## src/rtl/pbo_pkg.sv

```systemverilog
// Port B override logic: register offsets, field positions, reset values.
// Assumes an 8-bit register port with byte offsets as printed.
package pbo_pkg;
  localparam int PBO_NPINS = 6;
  localparam logic [7:0] PBO_OFF_INPUT = 8'h16;
  localparam logic [7:0] PBO_OFF_DIR = 8'h17;
  localparam logic [7:0] PBO_OFF_LATCH = 8'h18;
  localparam logic [7:0] PBO_OFF_CTRL = 8'h35;
  localparam logic [7:0] PBO_DIR_RST = 8'h00;
  localparam logic [7:0] PBO_LATCH_RST = 8'h00;
  localparam logic [7:0] PBO_CTRL_RST = 8'h00;
  localparam logic [7:0] PBO_CTRL_WMASK = 8'h7B;
  localparam int PBO_PUD_BIT = 6;
endpackage

```

## src/rtl/pbo_port_b.sv

```systemverilog
// Port B pin logic with alternate-function overrides for six pins.
// Assumes peripheral controls arrive on the system clock; pad inputs are
// asynchronous and are synchronised before use.
// Functional notes
// - Serial slave mode forces pin 0 to input.
// - Serial master mode leaves pin 0 direction to its direction bit.
// - Slave-forced pin 0 pull-up still follows its latch bit.
// - Timer 0 compare A reaches pin 0 only when direction bit set.
// - Inverted timer 1 compare B may drive pin 3 as output.
// - Analog reference use disables pin 0 pull-up and driver.
// - Three-wire data input needs software to make pin 0 an input.
// - Pin 5 input override from reset fuse, pin change, analog disable.
// - Pin 4 input override from pin change, analog 2; compare B drives.
// - Pin 2 input override from pin change, analog 1, start irq enable.
// - Pin 1 input override from pin change or comparator-neg disable.
// - Pin 0 input override from pin change, comparator-pos, start irq.
// - Two-wire pin 0 pull-up off, direction from data or latch.
// - Pin 0 output override from compare enables or two-wire mode.
// - Global pull-up disable switches off every pull-up.
// - Reset pin use: pull-up on, driver and digital input off.
//
// Decided for this implementation: the address-and-strobe port.
`timescale 1ns/100ps
module pbo_port_b #(
  parameter int NPINS = pbo_pkg::PBO_NPINS
) (
  // Clock and reset
  input wire logic CLK_SYS_I,
  input wire logic SYS_RST_I,
  // Register port
  input wire logic [7:0] REG_ADDR_I,
  input wire logic [7:0] REG_WDATA_I,
  input wire logic REG_WR_I,
  input wire logic REG_RD_I,
  output logic [7:0] REG_RDATA_O,
  // Fuses, raw levels (zero means programmed)
  input wire logic RESET_PIN_DISABLE_FUSE_I,
  input wire logic DEBUG_LINK_ENABLE_FUSE_I,
  input wire logic DEBUG_LINK_TX_I,
  // Serial interface controls
  input wire logic SPI_ENABLE_I,
  input wire logic SPI_MASTER_I,
  input wire logic SERIAL_IF_TWO_WIRE_MODE_I,
  input wire logic SERIAL_IF_THREE_WIRE_MODE_I,
  input wire logic SERIAL_IF_CLOCK_HOLD_I,
  input wire logic SERIAL_IF_CLOCK_TOGGLE_I,
  input wire logic SERIAL_IF_START_IRQ_ENABLE_I,
  input wire logic SERIAL_IF_DATA_OUT_I,
  input wire logic SERIAL_IF_SDA_OUT_I,
  // Timer compare outputs and enables
  input wire logic TIMER0_COMPARE_A_OUT_I,
  input wire logic TIMER0_COMPARE_A_EN_I,
  input wire logic TIMER0_COMPARE_B_OUT_I,
  input wire logic TIMER0_COMPARE_B_EN_I,
  input wire logic TIMER1_COMPARE_A_OUT_I,
  input wire logic TIMER1_COMPARE_A_EN_I,
  input wire logic TIMER1_COMPARE_B_OUT_I,
  input wire logic TIMER1_COMPARE_B_EN_I,
  input wire logic TIMER1_COMPARE_B_INV_I,
  // Analog and pin-change controls
  input wire logic ANALOG_REFERENCE_PIN_I,
  input wire logic ANALOG_IN0_DIGITAL_DISABLE_I,
  input wire logic ANALOG_IN1_DIGITAL_DISABLE_I,
  input wire logic ANALOG_IN2_DIGITAL_DISABLE_I,
  input wire logic ANALOG_IN3_DIGITAL_DISABLE_I,
  input wire logic COMPARATOR_NEG_DIGITAL_DISABLE_I,
  input wire logic COMPARATOR_POS_DIGITAL_DISABLE_I,
  input wire logic [5:0] PIN_CHANGE_SRC_I,
  input wire logic PIN_CHANGE_IRQ_ENABLE_I,
  // Pads
  input wire logic [5:0] PAD_IN_I,
  output logic [5:0] PAD_OUT_O,
  output logic [5:0] PAD_OE_O,
  output logic [5:0] PAD_PULLUP_O,
  // Synchronised, input-enable gated levels to peripherals
  output logic [5:0] PIN_LEVEL_O
);
  import pbo_pkg::*;

  // Every override equation below is written for exactly six pins
  if (NPINS != 6) begin : g_npins_check
    $error("pbo_port_b serves exactly six pins");
  end

  logic [5:0] dir_r;
  logic [5:0] latch_r;
  logic [5:0] sync1_r;
  logic [5:0] sync2_r;
  logic [5:0] level_r;
  logic [7:0] ctrl_r;
  logic [7:0] rdata_r;

  // Register decode
  wire sel_in = (REG_ADDR_I == PBO_OFF_INPUT);
  wire sel_dir = (REG_ADDR_I == PBO_OFF_DIR);
  wire sel_lat = (REG_ADDR_I == PBO_OFF_LATCH);
  wire sel_ctl = (REG_ADDR_I == PBO_OFF_CTRL);
  wire pullup_global_disable = ctrl_r[PBO_PUD_BIT];

  // Write enables; the address alone never changes state
  wire wr_in = REG_WR_I & sel_in;
  wire wr_dir = REG_WR_I & sel_dir;
  wire wr_lat = REG_WR_I & sel_lat;
  wire wr_ctl = REG_WR_I & sel_ctl;

  // Fuse terms: one when the fuse is programmed
  wire rst_fuse = ~RESET_PIN_DISABLE_FUSE_I;
  wire dbg_fuse = ~DEBUG_LINK_ENABLE_FUSE_I;
  wire tw = SERIAL_IF_TWO_WIRE_MODE_I;
  wire spi_slave = SPI_ENABLE_I & ~SPI_MASTER_I;

  // Override enables and values per pin
  logic [5:0] pullup_override_enable;
  logic [5:0] pullup_override_value;
  logic [5:0] direction_override_enable;
  logic [5:0] direction_override_value;
  logic [5:0] out_value_override_enable;
  logic [5:0] out_value_override_value;
  logic [5:0] toggle_override_enable;
  logic [5:0] input_enable_override_enable;
  logic [5:0] input_enable_override_value;
  wire [5:0] pcint = PIN_CHANGE_SRC_I & {6{PIN_CHANGE_IRQ_ENABLE_I}};

  // Pin 5: reset pin when the reset-disable fuse is unprogrammed
  wire reset_use = ~rst_fuse;
  assign pullup_override_enable[5] = (rst_fuse & dbg_fuse) | reset_use;
  assign pullup_override_value[5] = 1'b1;
  assign direction_override_enable[5] = (rst_fuse & dbg_fuse) | reset_use;
  assign direction_override_value[5] = reset_use ? 1'b0 : DEBUG_LINK_TX_I;
  assign out_value_override_enable[5] = reset_use;
  assign out_value_override_value[5] = 1'b0;
  // Pin 5 input override; reset use turns the digital input off
  assign input_enable_override_enable[5] = rst_fuse | reset_use
    | pcint[5] | ANALOG_IN0_DIGITAL_DISABLE_I;
  // Override value one means input off, as for the analog disables
  assign input_enable_override_value[5] = reset_use ? 1'b1
    : ANALOG_IN0_DIGITAL_DISABLE_I;

  // Pin 4: timer 1 compare B
  assign pullup_override_enable[4] = 1'b0;
  assign pullup_override_value[4] = 1'b0;
  assign direction_override_enable[4] = 1'b0;
  assign direction_override_value[4] = 1'b0;
  assign out_value_override_enable[4] = TIMER1_COMPARE_B_EN_I;
  assign out_value_override_value[4] = TIMER1_COMPARE_B_OUT_I;
  assign input_enable_override_enable[4] = pcint[4]
    | ANALOG_IN2_DIGITAL_DISABLE_I;
  assign input_enable_override_value[4] = ANALOG_IN2_DIGITAL_DISABLE_I;

  // Pin 3: inverted timer 1 compare B
  assign pullup_override_enable[3] = 1'b0;
  assign pullup_override_value[3] = 1'b0;
  assign direction_override_enable[3] = 1'b0;
  assign direction_override_value[3] = 1'b0;
  assign out_value_override_enable[3] = TIMER1_COMPARE_B_INV_I;
  assign out_value_override_value[3] = ~TIMER1_COMPARE_B_OUT_I;
  assign input_enable_override_enable[3] = pcint[3]
    | ANALOG_IN3_DIGITAL_DISABLE_I;
  assign input_enable_override_value[3] = ANALOG_IN3_DIGITAL_DISABLE_I;

  // Pin 2: two-wire clock, open drain with hold
  assign pullup_override_enable[2] = tw;
  assign pullup_override_value[2] = 1'b0;
  assign direction_override_enable[2] = tw;
  assign direction_override_value[2] =
    (SERIAL_IF_CLOCK_HOLD_I | latch_r[2]) & dir_r[2];
  assign out_value_override_enable[2] = tw & dir_r[2];
  assign out_value_override_value[2] = 1'b0;
  assign input_enable_override_enable[2] = pcint[2]
    | ANALOG_IN1_DIGITAL_DISABLE_I
    | SERIAL_IF_START_IRQ_ENABLE_I;
  assign input_enable_override_value[2] = ANALOG_IN1_DIGITAL_DISABLE_I;

  // Pin 1: compare outputs and three-wire data out
  assign pullup_override_enable[1] = 1'b0;
  assign pullup_override_value[1] = 1'b0;
  assign direction_override_enable[1] = 1'b0;
  assign direction_override_value[1] = 1'b0;
  assign out_value_override_enable[1] = TIMER0_COMPARE_B_EN_I
    | TIMER1_COMPARE_A_EN_I | SERIAL_IF_THREE_WIRE_MODE_I;
  assign out_value_override_value[1] = TIMER0_COMPARE_B_OUT_I
    | TIMER1_COMPARE_A_OUT_I | SERIAL_IF_DATA_OUT_I;
  assign input_enable_override_enable[1] = pcint[1]
    | COMPARATOR_NEG_DIGITAL_DISABLE_I;
  assign input_enable_override_value[1] =
    COMPARATOR_NEG_DIGITAL_DISABLE_I;

  // Pin 0: data pin; analog reference wins over everything else
  // Slave forcing only touches direction, so the pull-up keeps the latch
  wire p0_ref = ANALOG_REFERENCE_PIN_I;
  assign pullup_override_enable[0] = tw | p0_ref;
  assign pullup_override_value[0] = 1'b0;
  assign direction_override_enable[0] = tw | p0_ref
    | spi_slave;
  assign direction_override_value[0] = (p0_ref | spi_slave) ? 1'b0
    : ((SERIAL_IF_SDA_OUT_I | latch_r[0]) & dir_r[0]);
  assign out_value_override_enable[0] = TIMER0_COMPARE_A_EN_I
    | TIMER1_COMPARE_A_EN_I | (tw & dir_r[0]);
  assign out_value_override_value[0] = TIMER0_COMPARE_A_OUT_I
    | TIMER1_COMPARE_A_OUT_I;
  assign input_enable_override_enable[0] = pcint[0]
    | COMPARATOR_POS_DIGITAL_DISABLE_I
    | SERIAL_IF_START_IRQ_ENABLE_I;
  assign input_enable_override_value[0] = COMPARATOR_POS_DIGITAL_DISABLE_I;

  // Toggle override only on pin 2; it flips the latch below
  assign toggle_override_enable = {3'b000, SERIAL_IF_CLOCK_TOGGLE_I, 2'b00};

  // Per-pin selection between override and register values
  logic [5:0] eff_dir, eff_out, eff_pu, eff_ie;
  genvar g;
  generate
    for (g = 0; g < 6; g++) begin : g_pin
      // Pull-up follows the latch even where slave mode forces pin 0 to input
      wire reg_pu = latch_r[g] & ~pullup_global_disable;
      assign eff_dir[g] = direction_override_enable[g]
        ? direction_override_value[g] : dir_r[g];
      assign eff_out[g] = out_value_override_enable[g]
        ? out_value_override_value[g] : latch_r[g];
      // Global disable beats both the register and override pull-ups
      assign eff_pu[g] = ~pullup_global_disable & ~eff_dir[g]
        & (pullup_override_enable[g] ? pullup_override_value[g]
        : reg_pu);
      // An override value of one turns the digital input off
      assign eff_ie[g] = input_enable_override_enable[g]
        ? input_enable_override_value[g] == 1'b0 : 1'b1;
    end
  endgenerate

  // Pad controls stay combinational so overrides act at once
  assign PAD_OUT_O = eff_out;
  assign PAD_OE_O = eff_dir;
  assign PAD_PULLUP_O = eff_pu;
  assign PIN_LEVEL_O = level_r;
  assign REG_RDATA_O = rdata_r;

  // Read mux; unmapped addresses read zero
  wire [7:0] rd_mux = sel_in ? {2'b00, sync2_r}
    : sel_dir ? {2'b00, dir_r}
    : sel_lat ? {2'b00, latch_r}
    : sel_ctl ? ctrl_r : 8'h00;

  // Writing one to the input register toggles the latch bit
  wire [5:0] pin_toggle = wr_in ? REG_WDATA_I[5:0] : 6'h00;
  wire [5:0] latch_nxt = wr_lat ? REG_WDATA_I[5:0]
    : latch_r ^ pin_toggle ^ toggle_override_enable;

  // Next values; read-only control bits are masked on the way in
  wire [5:0] dir_nxt = wr_dir ? REG_WDATA_I[5:0] : dir_r;
  wire [7:0] ctrl_nxt = wr_ctl ? (REG_WDATA_I & PBO_CTRL_WMASK)
    : ctrl_r;
  wire [7:0] rdata_nxt = REG_RD_I ? rd_mux : 8'h00;

  // Pad synchroniser; first stage read only by the second
  always_ff @(posedge CLK_SYS_I or posedge SYS_RST_I) begin
    if (SYS_RST_I) begin
      sync1_r <= 6'h00;
      sync2_r <= 6'h00;
      level_r <= 6'h00;
    end else begin
      sync1_r <= PAD_IN_I;
      sync2_r <= sync1_r;
      level_r <= sync2_r & eff_ie;
    end
  end

  // Direction bits; reset leaves every pin an input
  always_ff @(posedge CLK_SYS_I or posedge SYS_RST_I) begin
    if (SYS_RST_I) begin
      dir_r <= PBO_DIR_RST[5:0];
    end else begin
      dir_r <= dir_nxt;
    end
  end

  // Output latch; a software write beats a toggle in the same cycle
  always_ff @(posedge CLK_SYS_I or posedge SYS_RST_I) begin
    if (SYS_RST_I) begin
      latch_r <= PBO_LATCH_RST[5:0];
    end else begin
      latch_r <= latch_nxt;
    end
  end

  // Control register holding the global pull-up disable
  always_ff @(posedge CLK_SYS_I or posedge SYS_RST_I) begin
    if (SYS_RST_I) begin
      ctrl_r <= PBO_CTRL_RST;
    end else begin
      ctrl_r <= ctrl_nxt;
    end
  end

  // Read data stand one cycle after the strobe, zero otherwise
  always_ff @(posedge CLK_SYS_I or posedge SYS_RST_I) begin
    if (SYS_RST_I) begin
      rdata_r <= 8'h00;
    end else begin
      rdata_r <= rdata_nxt;
    end
  end
endmodule

```

## config.mk

```make
export PLATFORM = sky130hd
export DESIGN_NAME = pbo_port_b
export DESIGN_NICKNAME = d
export VERILOG_FILES = /design/src/rtl/pbo_pkg.sv /design/src/rtl/pbo_port_b.sv
export SDC_FILE = /design/constraint.sdc
export NUM_CORES = 1
export LEC_CHECK = 0
export BUFFER_PORTS_ARGS = -buffer_cell sky130_fd_sc_hd__clkbuf_2
export CELL_PAD_IN_SITES_DETAIL_PLACEMENT = 0
export CELL_PAD_IN_SITES_GLOBAL_PLACEMENT = 1
export CORE_UTILIZATION = 38
export CTS_CLUSTER_DIAMETER = 30
export DETAILED_ROUTE_END_ITERATION = 7
export GPL_ROUTABILITY_DRIVEN = 0
export PLACE_DENSITY_LB_ADDON = 0.1
export SLEW_MARGIN = 5
export SYNTH_ARGS = -nofsm -noshare
export SYNTH_HDL_FRONTEND = slang
export SYNTH_SLANG_ARGS = --single-unit
```

## constraint.sdc

```tcl
create_clock -name CLK_SYS_I -period 2 [get_ports CLK_SYS_I]
set_input_delay 0.1 -clock CLK_SYS_I [delete_from_list [all_inputs] [get_ports CLK_SYS_I]]
set_output_delay 0.1 -clock CLK_SYS_I [all_outputs]
set_load 0.02 [all_outputs]
```

# ---- Word-level counts from Yosys, hierarchy flattened
# Cells that the tools add are included.
dict set report classes {
  n_eq_ne 4
  muxes 27
  n_bitwise 69
}
# op count
set ops {}
lappend ops {{7-bit two-way mux} 5}
lappend ops {{1-bit bitwise AND} 28}
lappend ops {{8-bit by 5-bit equality test with 1-bit output, second input constant} 3}
lappend ops {{1-bit two-way mux} 20}
lappend ops {{1-bit OR} 20}
lappend ops {{1-bit inverter} 17}
lappend ops {{6-bit two-way mux} 2}
lappend ops {{8-bit by 6-bit equality test with 1-bit output, second input constant} 1}
lappend ops {{6-bit bitwise AND} 1}
lappend ops {{6-bit by 3-bit XOR with 6-bit output} 1}
lappend ops {{6-bit XOR} 1}
lappend ops {{5-bit bitwise AND} 1}
dict set report totals {
  register_bits 44
  inputBits 61
}

# ---- Depth between registers and ports, before layout
dict set report logic_depth {
  depth_word 8
  depth_mapped 6
}

# ---- Worst setup path before layout
# Ideal clock, no wire load.
dict set report synth_path {
  path_kind {input to register}
  startpoint {in REG_ADDR_I[5]}
  endpoint {reg dir_r[0]}
  setup_ns 0.125
  arrival_ns 1.458
  required_ns 1.875
  path_slack_ns 0.417
  stages 4
  path_buffers 0
  path_cell_list {or4b_4 -> or2_4 -> nor2_4 -> mux2_2}
}
dict set report synth_between {
  elab_chain_cells 2
}
# element line_no
set synth_rtl {}
lappend synth_rtl {{from (decl)} pbo_port_b.sv:31} ;# input wire logic [7:0] REG_ADDR_I,
lappend synth_rtl {{8-bit by 5-bit equality test with 1-bit output} pbo_port_b.sv:95} ;# wire sel_dir = (REG_ADDR_I == PBO_OFF_DIR);
lappend synth_rtl {{1-bit bitwise AND} pbo_port_b.sv:102} ;# wire wr_dir = REG_WR_I & sel_dir;
lappend synth_rtl {{to (signal assigned)} pbo_port_b.sv:270} ;# dir_r <= PBO_DIR_RST[5:0];
lappend synth_rtl {{to (signal assigned)} pbo_port_b.sv:272} ;# dir_r <= dir_nxt;
lappend synth_rtl {{to (decl)} pbo_port_b.sv:85} ;# logic [5:0] dir_r;
# Every way passes these cells.
# A chain may end at the register's enable or synchronous reset.

# ---- Final worst setup path
dict set report layout_path {
  startpoint {in REG_ADDR_I[5]}
  endpoint {reg dir_r[5]}
}
# Same word-level chain as after synthesis.

==> results by group <==
Power and ir drop
  • Seq pwr share: 47.8%
  • Logic pwr share: 18.0%
  • Pint: 1460 uW
  • Switching Fraction: 28.4%
  • Clk pwr share: 34.2%
  • Psw: 581 uW
  • Peak VDD IR: 704 uV
  • PwrDens: 735 mW/mm^2
  • Lkg Pwr: 0.00135 uW

Place
  • Placed wire-length estimate: 3570 um
  • Setup WS pre-CTS: 0.155 ns
  • Port bufs: 82

Timing
  • RSZ-0062 raised after global routing: no
  • Worst Skew: 0.00494 ns
  • Final period util: 76.1%
  • Setup ws final: 0.479 ns
  • Tmin final: 1.52 ns
  • TNS Setup: 0 ns
  • Top achievable clock speed: 657 MHz
  • Slew HR: 64.6%
  • Final hold violations: 0
  • Slew Limit Fails: 0
  • Final setup violation count: 0
  • Hold WS: 0.0254 ns
  • Worst slew pin tran: 0.530 ns

Finish
  • Number of fill cells: 499
  • Fin nets: 336
  • Reg area: 0.00108 mm^2
  • Most common cell after layout, fill and taps aside: clkbuf_2
  • Commonest non-fill, non-tap cells in the layout: clkbuf_2 (82), dfrtp_1 (43), dlygate4sd3_1 (14), mux2_2 (13)
  • Share of layout cells above drive strength 1: 43.1%
  • P&R area growth vs syn: 35.2%
  • Antenna cells: 0
  • Footprint of the multi-input gates: 893 um^2

Logic synthesis
  • Post-synthesis cell area: 0.00206 mm^2
  • FF+latch count, synth: 43
  • Synth warn: 0
  • Post-synth cell types: 41
  • Synth top area share: 52.2%
  • Post-synthesis sequential area ratio: 52.2%
  • Syn avg cell area: 11.7 um^2
  • Syn nets: 237
  • Syn Inst Count: 176
  • Yosys top cell by area: dfrtp_1
  • Synth area leaders: dfrtp_1 (52%), mux2_2 (7.1%), nand3b_1 (3.6%)

Detailed routing
  • Router iterations before antenna repair: 4
  • Drt via density: 5.08
  • First-iteration detailed-routing DRC count: 75
  • Vias: 1756
  • Final WL: 5020 um
  • Wire length per cell: 14.5 um
  • Final ANT Viol Nets: 0
  • Post-route DRC: 0

Die
  • Die width: 75.6 um
  • Chip height: 75.6 um
  • Core ar.: 0.00517 mm^2
  • Rows: 26
  • Die area: 0.00572 mm^2
  • Initial Utilization: 39.8%
  • I/O pin total: 93

Clock network
  • H-tree Lvls: 2
  • CTS max path bufs: 2
  • Reg clk slew, reported paths: 0.08 ns
  • Setup Buffers After CTS: 0
  • Root buf cell: clkbuf_8
  • Clock Latency Late Sink: 0.30 ns
  • Hold-fix buffers, CTS: 14
  • TritonCTS buffer count: 5
  • Sink Count: 43
  • CTS tree: yes
  • Post-CTS sizing: 0

Global routing
  • Vias in the first global route: 1643
  • GR Util met3: 5.95%
  • Congestion Overflow GR: 0
  • Initial antenna violation count: 0
  • Largest net degree at the start of global routing: 44
  • Met1 GRT Util: 24.6%
  • Met2 GRT Util: 33.1%
  • First-pass GRT wire length: 7960 um
  • Total GRT Usage: 19.6%
  • GR peak layer: met2

Worst setup path
  • Crit-path max cell delay: 0.59 ns
  • Slowest CP cell: or4b_4
  • Nature of the critical path endpoint: flip-flop
  • Worst Path Buf+Inv: 1
  • Delay-heaviest family, CP: simple AND/OR/NAND/NOR gates
  • CP Class: input port to flip-flop
  • CP max FO: 6
  • Arrival time worst endpoint: 1.71 ns
  • Worst setup SP type: input port
  • Worst reg-to-reg setup slack: 0.78 ns
  • Required @ worst endpoint: 2.19 ns
  • Worst-path cell chain: clkbuf_2, or4b_4, or2_4, nor2_4, mux2_2

Outcome
  • Status: completed

Job
  • Max_cap viols: 0

Min path
  • Worst hold-check path type: input port to flip-flop
-- final timing paths --
path,end,cells past startpoint,startpoint
min in group asynchronous,REG_RDATA_O[1]$_DFF_PP0_,4,SYS_RST_I
hold reg to reg,sync2_r[2]$_DFF_PP0_,0,sync1_r[2]$_DFF_PP0_
hold / removal,ctrl_r[6]$_DFFE_PP0P_,2,REG_WDATA_I[6]
max in group asynchronous,PIN_LEVEL_O[2]$_DFF_PP0_,4,SYS_RST_I
setup reg to reg,REG_RDATA_O[5]$_DFF_PP0_,3,latch_r[5]$_DFF_PP0_
setup / recovery,dir_r[5]$_DFFE_PP0P_,5,REG_ADDR_I[5]
-- per-layer routing --
layer  vias up  share of wire [%]
met4         0               0.44
li1        861                  -
met1       830                 44
met2        63                 50
met5         -                  0
met3         2                5.6
-- cells in the mapped netlist --
master     instances
dfrtp_1           43
mux2_2            13
a21oi_1           11
nor2b_1           11
nand3_1           10
nand3b_1          10
nor3_1             7
o22ai_1            6
nor2_1             5
nor3b_1            5
o311a_1            5
o41ai_1            5
buf_4              4
inv_1              4
buf_6              3
clkbuf_1           3
nand2_1            3
a31o_2             2
mux2i_1            2
nor4b_1            2
o21ai_0            2
a2111oi_4          1
a211oi_1           1
and3_1             1
and4_1             1
and4b_1            1
and4b_2            1
conb_1             1
nand2b_1           1
nor2_4             1
nor4_1             1
nor4b_2            1
nor4bb_1           1
o31a_1             1
or2_4              1
or3_2              1
or3b_1             1
or3b_2             1
or4b_1             1
or4b_4             1
xor2_1             1
-- sequential cells by signal, indices dropped and copies added, names as in the netlist --
signal	cells
latch_r	6
sync1_r	6
dir_r	6
sync2_r	6
REG_RDATA_O	7
PIN_LEVEL_O	6
ctrl_r	6
-- logic make-up (layout without fill, tap and decap cells) --
kind of cell | Yosys count | in the layout | synth area share (%)
other | 1 | 1 | 0.182
AOI/OAI and AO/OA | 34 | 34 | 12.5
buffers and inverters | 14 | 114 | 4.37
xor gates and xnor gates | 1 | 1 | 0.425
muxes | 15 | 15 | 8.08
DFF | 43 | 43 | 52.2
and+or+nand+nor | 68 | 68 | 22.2
-- per-stage QoR --
stage	cells	power, uW	instance area, um^2	utilization, %
finish	346	2050	2780	53.8
global route	346	2170	2780	53.8
CTS	346	2070	2780	53.8
detailed placement	324	1350	2530	48.9
global placement	324	1340	2530	48.9
floorplan	176	1200	2060	-
-- power groups by stage --
stage	clock network [uW]	logic, uW	registers [uW]
3_3_place_gp	0	346	994
4_1_cts	724	371	978
2_1_floorplan	0	211	984
3_5_place_dp	0	349	996
5_1_grt	768	410	987
6_report	701	368	978
-- layout make-up --
type	instances	share of cell area [%]
Sequential cell	43	38.7
Inverter	4	0.539
Clock inverter	3	1.71
Clock buffer	5	2.47
Multi-Input combinational cell	119	32.1
Tap cell	70	3.15
Timing Repair Buffer	102	21.4
(Power assumes the default switching activity.)
